==> src/logic/bias_supervisor_pkg.sv <==
// bias supply supervisor package: constants, states, carriers
// assumes a 125 MHz mclk and synchronous comparator inputs
`default_nettype none
package bias_supervisor_pkg;
  localparam int unsigned CLK_MHZ          = 125;
  localparam int unsigned GATE_TIMEOUT_MS  = 15;
  localparam int unsigned GATE_TIMEOUT_CYC = GATE_TIMEOUT_MS * 1000 * CLK_MHZ;
  localparam int unsigned STANDBY_DELAY_MS = 1;
  localparam int unsigned STANDBY_CYC      = STANDBY_DELAY_MS * 1000 * CLK_MHZ;
  localparam int unsigned FILT_LEN         = 4;
  localparam int unsigned CNT_W            = 24;
  // register offsets (word addresses on the plain port)
  localparam logic [3:0] ADDR_STATUS0 = 4'h0;
  localparam logic [3:0] ADDR_STATUS1 = 4'h1;
  localparam logic [3:0] ADDR_IRQ_ST  = 4'h2;
  localparam logic [3:0] ADDR_IRQ_MSK = 4'h3;
  localparam logic [3:0] ADDR_CTRL    = 4'h4;
  localparam logic [3:0] ADDR_STATE   = 4'h5;
  // status0 bits
  localparam int unsigned B_OT   = 2;
  localparam int unsigned B_UV   = 3;
  localparam int unsigned B_OV   = 4;
  // status1 bits
  localparam int unsigned B_HRUV = 0;
  localparam int unsigned B_COL  = 1;
  // message codes on the link request
  localparam logic [7:0] MSG_STAT0 = 8'h85;
  localparam logic [7:0] MSG_SECOND_STATUS_REGISTER = 8'h86;
  localparam logic [7:0] BIT_OT    = 8'h04;
  localparam logic [7:0] BIT_WARN  = 8'h02;
  localparam logic [7:0] BIT_UV    = 8'h08;
  localparam logic [7:0] BIT_OV    = 8'h10;
  localparam logic [7:0] BIT_HRUV  = 8'h01;
  localparam logic [7:0] BIT_COL   = 8'h02;
  // irq bits
  localparam int unsigned IRQ_W  = 6;
  localparam logic [IRQ_W-1:0] IRQ_RST = 6'h00;

  typedef enum logic [5:0] {
    ST_POR     = 6'h01,
    ST_STANDBY = 6'h02,
    ST_GATE    = 6'h04,
    ST_ACTIVE  = 6'h08,
    ST_SLEEP   = 6'h10,
    ST_COLLAPSE= 6'h20
  } mode_type;

  typedef struct packed {
    logic supply_below_pump_start;
    logic supply_above_pump_stop;
    logic gate_bias_above_ready;
    logic host_rail_low;
    logic supply_low_lockout;
    logic supply_high_lockout;
    logic supply_collapse;
    logic supply_above_release;
    logic over_temp;
    logic temp_below_hyst;
    logic temp_warn;
  } sense_type;

  typedef struct packed {
    logic [3:0] addr;
    logic [7:0] wdata;
    logic       wr;
    logic       rd;
  } reg_req_type;

  typedef struct packed {
    logic       valid;
    logic [7:0] code;
    logic [7:0] bits;
  } link_msg_type;
endpackage : bias_supervisor_pkg
`default_nettype wire

==> src/logic/bias_supply_supervisor.sv <==
// bias supply supervisor: pump, gate bias rail, host ldo and faults
// assumes comparator levels synchronous to mclk, a link serialiser
// that accepts one message per msg_ack pulse
//
// Behaviour
// - pump on below start, bypass above 13.5V
// - gate bias ready flag once rail rises
// - leave gate bias state after 15 ms
// - gate bias rail off in standby/sleep
// - host rail low sets flag, ldo runs
// - ldo off on supply undervoltage, recovers
// - sleep keeps ldo off, pulled low
// - lockouts stop drivers, pump, bias rail
// - supervisor failures drive fault, send message
// - collapse outside sleep shuts all, flags, ldo pulled low
// - collapse latched until release threshold
// - overtemp stops drivers, pump, bias rail; ldo and messaging run
// - after overtemp message, oe low stops messaging
// - resume after cool and oe rising edge
// - thermal warning sends message only
// - oe rise clears only ceased faults
//
// Our own choices: the register offsets and the address-and-strobe port.
`default_nettype none
module bias_supply_supervisor
  import bias_supervisor_pkg::*;
#(
  parameter int unsigned GATE_TIMEOUT = GATE_TIMEOUT_CYC,
  parameter int unsigned STANDBY_WAIT = STANDBY_CYC
) (
  input  wire logic         mclk,
  input  wire logic         sys_rst,
  input  wire sense_type    sense,
  input  wire logic         oe_pin,
  input  wire logic         sleep_request,
  input  wire logic         wake_event,
  input  wire reg_req_type  reg_req,
  output logic [7:0]        reg_rdata,
  output link_msg_type      msg,
  input  wire logic         msg_ack,
  output logic              pump_enable,
  output logic              gate_bias_enable,
  output logic              gate_bias_ready_flag,
  output logic              drivers_enable,
  output logic              host_ldo_enable,
  output logic              host_ldo_pulldown,
  output logic              messaging_enable,
  output logic              fault_pin_out,
  output logic              fault_pin_oe_n,
  output logic              irq
);
  // counters must hold the longest wait
  if (GATE_TIMEOUT < 1 || GATE_TIMEOUT >= (1 << CNT_W) ||
      STANDBY_WAIT < 1 || STANDBY_WAIT >= (1 << CNT_W)) begin : g_bad_cnt
    $error("counter parameters out of range");
  end

  localparam int unsigned NS = $bits(sense_type);

  ////////////////////////////////////////////////////////////////////////
  // one glitch filter per comparator level
  logic [NS-1:0] filt;

  for (genvar i = 0; i < NS; i++) begin : g_filt
    level_filter #(
      .LEN (FILT_LEN)
    ) u_level_filter (
      .mclk    (mclk),
      .sys_rst (sys_rst),
      .raw     (sense[i]),
      .level   (filt[i])
    );
  end

  ////////////////////////////////////////////////////////////////////////

  typedef struct packed {
    mode_type                   mode;
    logic [CNT_W-1:0]           cnt;
    logic                       oe_q;
    logic [7:0]                 stat0;
    logic [7:0]                 second_status_register;
    logic                       warn_sent;
    logic [IRQ_W-1:0]           irq_st;
    logic [IRQ_W-1:0]           irq_msk;
    logic [7:0]                 rdata;
    link_msg_type               msg;
    logic [2:0]                 pend;
    logic                       ot_msg_done;
    logic                       pump;
    logic                       gbias;
    logic                       gready;
    logic                       drv;
    logic                       ldo;
    logic                       pull;
    logic                       msgen;
    logic                       fault;
    logic                       irq;
  } state_type;

  // reset: por mode, fault pin low, all enables off
  localparam state_type ST_RST = '{
    mode:    ST_POR,
    irq_st:  IRQ_RST,
    irq_msk: IRQ_RST,
    fault:   1'b1,
    default: '0
  };

  state_type st_ff;
  state_type nxt_st;

  ////////////////////////////////////////////////////////////////////////
  always_comb begin
    sense_type f;
    logic oe_rise;
    logic any_fault;
    logic [IRQ_W-1:0] ev;
    f = sense_type'(filt);
    oe_rise = 1'b0;
    any_fault = 1'b0;
    ev = '0;
    nxt_st = st_ff;
    nxt_st.oe_q = oe_pin;
    oe_rise = oe_pin & ~st_ff.oe_q;

    // fault latches, set wins over clear
    if (oe_rise) begin
      if (!f.over_temp && f.temp_below_hyst) nxt_st.stat0[B_OT] = 1'b0;
      if (!f.supply_low_lockout) nxt_st.stat0[B_UV] = 1'b0;
      if (!f.supply_high_lockout) nxt_st.stat0[B_OV] = 1'b0;
      if (!f.host_rail_low) nxt_st.second_status_register[B_HRUV] = 1'b0;
    end
    if (f.over_temp && !st_ff.stat0[B_OT]) begin
      nxt_st.stat0[B_OT] = 1'b1;
      nxt_st.pend[0] = 1'b1;
      nxt_st.ot_msg_done = 1'b0;
      ev[0] = 1'b1;
    end
    if (f.supply_low_lockout && !st_ff.stat0[B_UV]) begin
      nxt_st.stat0[B_UV] = 1'b1;
      nxt_st.pend[1] = 1'b1;
      ev[1] = 1'b1;
    end
    if (f.supply_high_lockout && !st_ff.stat0[B_OV]) begin
      nxt_st.stat0[B_OV] = 1'b1;
      nxt_st.pend[1] = 1'b1;
      ev[2] = 1'b1;
    end
    if (f.host_rail_low && !st_ff.second_status_register[B_HRUV]) begin
      nxt_st.second_status_register[B_HRUV] = 1'b1;
      nxt_st.pend[2] = 1'b1;
      ev[3] = 1'b1;
    end
    if (f.temp_warn && !st_ff.warn_sent) begin
      nxt_st.warn_sent = 1'b1;
      nxt_st.pend[0] = 1'b1;
      ev[4] = 1'b1;
    end
    if (!f.temp_warn) nxt_st.warn_sent = 1'b0;
    nxt_st.stat0[1] = f.temp_warn;
    any_fault = |{nxt_st.stat0[B_OV:B_OT], nxt_st.second_status_register[B_COL:B_HRUV]};
    nxt_st.stat0[0] = any_fault;

    // message sender: one message at a time
    if (st_ff.msg.valid) begin
      if (msg_ack) begin
        nxt_st.msg.valid = 1'b0;
        if (st_ff.msg.code == MSG_STAT0 && st_ff.stat0[B_OT])
          nxt_st.ot_msg_done = 1'b1;
      end
    end else if (st_ff.msgen && |st_ff.pend) begin
      nxt_st.msg.valid = 1'b1;
      if (st_ff.pend[0] || st_ff.pend[1]) begin
        nxt_st.msg.code = MSG_STAT0;
        nxt_st.msg.bits = st_ff.stat0;
        nxt_st.pend[1:0] = 2'b00;
      end else begin
        nxt_st.msg.code = MSG_SECOND_STATUS_REGISTER;
        nxt_st.msg.bits = st_ff.second_status_register;
        nxt_st.pend[2] = 1'b0;
      end
    end

    // mode sequencer
    nxt_st.cnt = st_ff.cnt + 1'b1;
    case (st_ff.mode)
      ST_POR: begin
        nxt_st.ldo = 1'b1;
        nxt_st.pull = 1'b0;
        nxt_st.msgen = 1'b1;
        nxt_st.cnt = '0;
        if (!f.supply_collapse) nxt_st.mode = ST_STANDBY;
      end
      ST_STANDBY: begin
        nxt_st.cnt = '0;
        // cooled overtemp latch clears on this same oe edge
        if (oe_rise && !nxt_st.stat0[B_OT]) nxt_st.mode = ST_GATE;
        else if (!oe_pin && sleep_request) nxt_st.mode = ST_SLEEP;
      end
      ST_GATE: begin
        if (f.gate_bias_above_ready || st_ff.cnt >= CNT_W'(GATE_TIMEOUT - 1))
          nxt_st.mode = ST_ACTIVE;
        if (!oe_pin) begin
          nxt_st.mode = ST_ACTIVE;
          nxt_st.cnt = '0;
        end
      end
      ST_ACTIVE: begin
        if (oe_pin) nxt_st.cnt = '0;
        else if (st_ff.cnt >= CNT_W'(STANDBY_WAIT - 1))
          nxt_st.mode = sleep_request ? ST_SLEEP : ST_STANDBY;
        // overtemp resume needs a set, cooled latch and oe edge
        if (oe_rise && st_ff.stat0[B_OT] &&
            f.temp_below_hyst && !f.over_temp)
          nxt_st.mode = ST_GATE;
      end
      ST_SLEEP: begin
        nxt_st.ldo = 1'b0;
        nxt_st.pull = 1'b1;
        nxt_st.msgen = 1'b0;
        if (wake_event) nxt_st.mode = ST_POR;
      end
      ST_COLLAPSE: begin
        if (f.supply_above_release) nxt_st.mode = ST_POR;
      end
      default: nxt_st.mode = ST_POR;
    endcase
    if (f.supply_collapse && st_ff.mode != ST_SLEEP) begin
      nxt_st.mode = ST_COLLAPSE;
      if (!st_ff.second_status_register[B_COL]) ev[5] = 1'b1;
      nxt_st.second_status_register[B_COL] = 1'b1;
      nxt_st.ldo = 1'b0;
      nxt_st.pull = 1'b1;
      nxt_st.msgen = 1'b0;
      nxt_st.msg.valid = 1'b0;
    end
    if (st_ff.mode == ST_COLLAPSE && nxt_st.mode == ST_POR)
      nxt_st.second_status_register[B_COL] = 1'b0;
    if (f.supply_low_lockout && st_ff.mode != ST_COLLAPSE &&
        st_ff.mode != ST_SLEEP)
      nxt_st.ldo = 1'b0;
    else if (st_ff.mode == ST_STANDBY || st_ff.mode == ST_GATE ||
             st_ff.mode == ST_ACTIVE) begin
      nxt_st.ldo = 1'b1;
      nxt_st.pull = 1'b0;
    end
    if (st_ff.stat0[B_OT] && st_ff.ot_msg_done && !oe_pin)
      nxt_st.msgen = 1'b0;
    else if (st_ff.mode != ST_SLEEP && st_ff.mode != ST_COLLAPSE &&
             !f.supply_collapse)
      nxt_st.msgen = 1'b1;

    // rail enables
    nxt_st.gbias = (nxt_st.mode == ST_GATE || nxt_st.mode == ST_ACTIVE) &&
                   (oe_pin || nxt_st.mode == ST_ACTIVE);
    nxt_st.drv = nxt_st.mode == ST_ACTIVE && oe_pin;
    if (nxt_st.stat0[B_UV] || nxt_st.stat0[B_OV] ||
        nxt_st.second_status_register[B_HRUV] || nxt_st.stat0[B_OT]) begin
      nxt_st.gbias = 1'b0;
      nxt_st.drv = 1'b0;
    end
    if (nxt_st.mode == ST_STANDBY || nxt_st.mode == ST_SLEEP ||
        nxt_st.mode == ST_COLLAPSE || nxt_st.mode == ST_POR)
      nxt_st.gbias = 1'b0;
    if (f.supply_above_pump_stop) nxt_st.pump = 1'b0;
    else if (f.supply_below_pump_start) nxt_st.pump = 1'b1;
    if (!nxt_st.gbias) nxt_st.pump = 1'b0;
    nxt_st.gready = nxt_st.gbias && f.gate_bias_above_ready;
    nxt_st.fault = any_fault || st_ff.mode == ST_POR;

    // register port
    nxt_st.rdata = 8'h00;
    if (reg_req.rd) begin
      case (reg_req.addr)
        ADDR_STATUS0: nxt_st.rdata = st_ff.stat0;
        ADDR_STATUS1: nxt_st.rdata = st_ff.second_status_register;
        ADDR_IRQ_ST:  nxt_st.rdata = {2'b00, st_ff.irq_st};
        ADDR_IRQ_MSK: nxt_st.rdata = {2'b00, st_ff.irq_msk};
        ADDR_CTRL:    nxt_st.rdata = {7'h00, st_ff.gready};
        ADDR_STATE:   nxt_st.rdata = {2'b00, st_ff.mode};
        default:      nxt_st.rdata = 8'h00;
      endcase
    end
    if (reg_req.wr && reg_req.addr == ADDR_IRQ_MSK)
      nxt_st.irq_msk = reg_req.wdata[IRQ_W-1:0];
    if (reg_req.wr && reg_req.addr == ADDR_IRQ_ST)
      nxt_st.irq_st = st_ff.irq_st & ~reg_req.wdata[IRQ_W-1:0];
    nxt_st.irq_st = nxt_st.irq_st | ev;
    nxt_st.irq = |(nxt_st.irq_st & nxt_st.irq_msk);
  end

  ////////////////////////////////////////////////////////////////////////
  always_ff @(posedge mclk) begin
    if (sys_rst) begin
      st_ff <= ST_RST;
    end else begin
      st_ff <= nxt_st;
    end
  end

  assign reg_rdata            = st_ff.rdata;
  assign msg                  = st_ff.msg;
  assign pump_enable          = st_ff.pump;
  assign gate_bias_enable     = st_ff.gbias;
  assign gate_bias_ready_flag = st_ff.gready;
  assign drivers_enable       = st_ff.drv;
  assign host_ldo_enable      = st_ff.ldo;
  assign host_ldo_pulldown    = st_ff.pull;
  assign messaging_enable     = st_ff.msgen;
  assign fault_pin_out        = 1'b0;
  assign fault_pin_oe_n       = ~st_ff.fault;
  assign irq                  = st_ff.irq;
endmodule // bias_supply_supervisor

////////////////////////////////////////////////////////////////////////
// level filter: output follows input after LEN equal samples
module level_filter
  import bias_supervisor_pkg::*;
#(
  parameter int unsigned LEN = FILT_LEN
) (
  input  wire logic mclk,
  input  wire logic sys_rst,
  input  wire logic raw,
  output logic      level
);
  if (LEN < 2) begin : g_bad_len
    $error("filter length below two");
  end

  typedef struct packed {
    logic [LEN-1:0] shr;
    logic           level;
  } filt_state_type;

  filt_state_type st_ff;
  filt_state_type nxt_st;

  always_comb begin
    nxt_st = st_ff;
    nxt_st.shr = {st_ff.shr[LEN-2:0], raw};
    // mixed samples keep the old level
    if (&st_ff.shr) begin
      nxt_st.level = 1'b1;
    end else if (~|st_ff.shr) begin
      nxt_st.level = 1'b0;
    end
  end

  always_ff @(posedge mclk) begin
    if (sys_rst) begin
      st_ff <= '0;
    end else begin
      st_ff <= nxt_st;
    end
  end

  assign level = st_ff.level;
endmodule // level_filter
`default_nettype wire

==> config.mk <==
export PLATFORM = sky130hd
export DESIGN_NAME = bias_supply_supervisor
export DESIGN_NICKNAME = d
export VERILOG_FILES = /design/src/logic/bias_supervisor_pkg.sv /design/src/logic/bias_supply_supervisor.sv
export SDC_FILE = /design/constraint.sdc
export NUM_CORES = 1
export LEC_CHECK = 0
export BUFFER_PORTS_ARGS = -buffer_cell sky130_fd_sc_hd__buf_2
export CORE_MARGIN = 1.5
export CORE_UTILIZATION = 58
export DETAILED_ROUTE_END_ITERATION = 6
export PLACE_DENSITY = 0.79
export RECOVER_POWER = 100
export SETUP_SLACK_MARGIN = 0.5
export SLEW_MARGIN = 20
export SYNTH_ARGS = -nofsm -noshare
export SYNTH_HDL_FRONTEND = slang
export SYNTH_HIERARCHICAL = 1
export SYNTH_SLANG_ARGS = --single-unit
==> constraint.sdc <==
create_clock -name mclk -period 2.6 [get_ports mclk]
set_input_delay 0.52 -clock mclk [delete_from_list [all_inputs] [get_ports mclk]]
set_output_delay 0.52 -clock mclk [all_outputs]
set_load 0.03 [all_outputs]
==> out/qor.txt <==
PLACE
------------------------------------------------------------------------------------------
Post-detailed-placement half-perimeter wirelength                                  8095 µm
Count of input and output buffers                                                       53
RD Place Congestion                                                                 0.8342
Placed Cells incl. Taps                                                                755

POWER AND IR DROP
------------------------------------------------------------------------------------------
Maximum vdd ir drop                                                              0.4770 mV
Fraction of power consumed by combinational cells                                    0.073
Sequential share of power                                                            0.439
Switching Fraction                                                                  0.2371
Overall power after layout                                                        4.919 mW
Total power density per cell area                                             768.4 nW/µm²
Clock network fraction of design power                                               0.488
Static Leak                                                                       2.386 nW
Internal cell power                                                               3.753 mW
Switching power of the nets                                                       1.166 mW

FLOORPLANNING
------------------------------------------------------------------------------------------
Die Height                                                                        100.9 µm
Standard-cell rows                                                                      35
Floorplan die area                                                               10190 µm²
# IOs                                                                                   66
Horizontal die dimension                                                          100.9 µm
Total core area                                                                   9284 µm²
Effective utilization at floorplan                                                  0.5993

TIMING
------------------------------------------------------------------------------------------
Setup TNS                                                                             0 ns
Maximum operating frequency                                                      445.5 MHz
Maximum clock skew at final layout                                             0.005838 ns
Fin. max-slew vios                                                                       0
Number of failing hold endpoints at the final stage                                      0
Relative slew slack                                                                 0.1343
Post-route clock period utilization                                                 0.8634
Final Critical Period                                                             2.245 ns
Count of final setup violators                                                           0
Worst-Margin Slew                                                                 1.299 ns
Setup repair after global routing missed its margin                                   true

ROUTING
------------------------------------------------------------------------------------------
Vias per cell                                                                        5.602
Post-route DRC violation count                                                           0
Vias                                                                                  4420
First-pass iteration count of the detailed router                                        5
DRT iter0 DRCs                                                                         281
Antenna-violating nets left                                                              0
Routed Wire Length                                                                11980 µm
Mean routed wirelength per cell                                                   15.18 µm

CELLS AND AREA
------------------------------------------------------------------------------------------
Area Overhead vs Synth                                                              15.07%
Share of post-route cells with drive strength above 1                               0.1379
Fillers                                                                                751
Count of non-filler cells in the finished layout                                       789
Utilization after layout                                                            0.6896
Antenna Cells                                                                            0
Final nets                                                                             679

GRT
------------------------------------------------------------------------------------------
Via count of the first global-routing pass                                            4215
Number of antenna violations at the first check in global routing                        0
Global route total overflow                                                              0
Total routing usage reported by global routing                                      0.2501
Global-route wire length before repair                                            19680 µm
Maximum number of pins on one net before global-route repair                            44

SYNTHESIS
------------------------------------------------------------------------------------------
Post-synthesis instance area                                                      5564 µm²
Primary flip-flop cell chosen by synthesis mapping                                 dfxtp_1
Register bit count reported by yosys                                                   134
Synthesized instance count                                                             599
Most common library cells after synthesis                                     dfxtp_1, nor2_1, nor2b_1
Proportion of netlist area held by the largest area contributor                     0.4821
Cell type with the highest aggregate area in the netlist                           dfxtp_1
Register area share after synthesis                                                 0.4821
Synth Area per Inst                                                              9.289 µm²
Most instantiated library cell after synthesis                                     dfxtp_1
Leading cell types by total area after synthesis                              dfxtp_1, nor2b_1, nor2_1
Yosys warning total                                                                      6
FFs w/ async S/R, synth                                                                  0
Count of flip-flops with a built-in enable after synthesis                               0
Cell variety after synth                                                                61

STATUS
------------------------------------------------------------------------------------------
Status                                                                        complete, no violations

CRITICAL PATH
------------------------------------------------------------------------------------------
Slowest cell delay on critical path                                                0.57 ns
Crit path DAT                                                                      2.68 ns
Crit. End Element                                                                 register
Category of the most critical setup path                                        reg -> reg
Worst-path fanout max                                                                    8
Origin of the critical flop-to-flop path                                         st_ff[95]
Launching element type of the critical path                                       register
Standard cell with the maximum stage delay on the critical path                      or4_4
Series of cell instances along the critical path                              or4_4, or3b_1, o211ai_1, nand2_1, nor4_2
Critical path origin                                                             st_ff[95]
Worst endpoint required time                                                       3.03 ns

CTS
------------------------------------------------------------------------------------------
Buffer type at the clock tree root                                                clkbuf_8
Clock edge transition at the registers on the reported setup and hold paths        0.06 ns
Buffers from clock root to sink, at most                                                 2
TritonCTS clock tree                                                                 built
CTS Buf Count                                                                           17
Maximum level of the CTS H-tree                                                          4
Clock Sink Count                                                                       134
Clock insertion delay at the later pin of the skew report                          0.53 ns

JOB
------------------------------------------------------------------------------------------
Maximum capacitance violations                                                           0

HOLD PATH
------------------------------------------------------------------------------------------
Hold path start                                                                   sense[6]
Hold Path Class                                                                  in -> reg

## logic make-up after synthesis
| group | count (synthesis) | share of synthesized area |
|---|---|---|
| flops | 134 | 0.4821 |
| mux | 9 | 0.02001 |
| compound gates | 113 | 0.1545 |
| fa+ha+maj | 1 | 0.002248 |
| xor+xnor | 23 | 0.03620 |
| simple gates | 264 | 0.2496 |
| other cells | 1 | 0.0006740 |
| buf+inv | 54 | 0.05464 |
## per-stage QoR
| step | area [µm²] | hold slack [ns] | setup slack (ns) |
|---|---|---|---|
| 2_1_floorplan | 5598 | 0.4129 | 0.5859 |
| 3_3_place_gp | 5848 | 0.4226 | 0.4358 |
| 3_5_place_dp | 5848 | 0.4310 | 0.4298 |
| 4_1_cts | 6462 | 0.1777 | 0.4976 |
| 5_1_grt | 6402 | 0.1930 | 0.2060 |
| 6_report | 6402 | 0.1946 | 0.3551 |
## state kept, by name, summed over array words and instances (netlist names)
name / flops
st_ff: 56
g_filt.u_level_filter/nxt_st: 33
g_filt.u_level_filter/level: 11
g_filt.u_level_filter/st_ff: 11
msg: 9
reg_rdata: 6
drivers_enable: 1
gate_bias_enable: 1
gate_bias_ready_flag: 1
host_ldo_enable: 1
host_ldo_pulldown: 1
irq: 1
messaging_enable: 1
pump_enable: 1
## layer usage
layer | vias up | global-route usage | wire, µm
met2 | 131 | 0.4101 | 5749
met1 | 2084 | 0.3039 | 5238
met3 | 20 | 0.07351 | 745
met5 | - | 0 | 0
li1 | 2185 | - | -
met4 | 0 | 0.1143 | 248
## worst paths after layout
check                                                           to  slack [ns]  cells past startpoint
worst min-delay path            g_filt[6].u_level_filter/nxt_st[2]        0.19                      2
worst max register to register                    gate_bias_enable        0.36                      5
worst min register to register                           st_ff[68]        0.44                      1
worst max-delay path                              gate_bias_enable        0.36                      5
## cell type report
class | count | area (µm²) | area share
sequential | 134 | 2683 | 0.4190
multi-input combinational | 420 | 2626 | 0.4102
clock buffer | 21 | 449.2 | 0.07016
timing repair buffer | 65 | 302.8 | 0.04729
tap | 129 | 161.4 | 0.02521
clock inverter | 11 | 146.4 | 0.02286
inverter | 9 | 33.78 | 0.005277
## critical path, delay by kind of cell (launching register included)
family          cells  cell delay (ns)
compound gates      1             0.32
flops               1             0.39
simple gates        4             1.44
## power by group through the flow
stage	combinational, mW	sequential (mW)	clock (mW)
2_1_floorplan	0.254	2.20	0
3_3_place_gp	0.355	2.20	0
3_5_place_dp	0.361	2.20	0
4_1_cts	0.365	2.16	2.43
5_1_grt	0.392	2.17	2.53
6_report	0.358	2.16	2.40
## layout by cell type (no fill, tap or decap), drive strengths merged, types with 3 or more instances in the layout
cell,count
dfxtp,134
nor2,71
nor2b,58
clkbuf,53
a21oi,43
nand2,39
buf,33
nand3,24
nand4,18
xor2,16
o41ai,12
inv,11
nor3,10
nand2b,10
conb,10
nor4,9
a22oi,8
o21ai,8
xnor2,7
mux2,7
a22o,5
o22a,5
nor3b,5
a211oi,5
nand3b,4
clkinv,4
nor4b,3
and2,3
a21o,3
bufinv,3
## repair_timing
action                     in CTS  in global routing
setup endpoints to repair       4                 32
hold buffers                    0                  0
setup buffers                   0                  2
resized for setup               3                  5
pin swaps                       1                  2
Power figures use the tool's default switching activity.
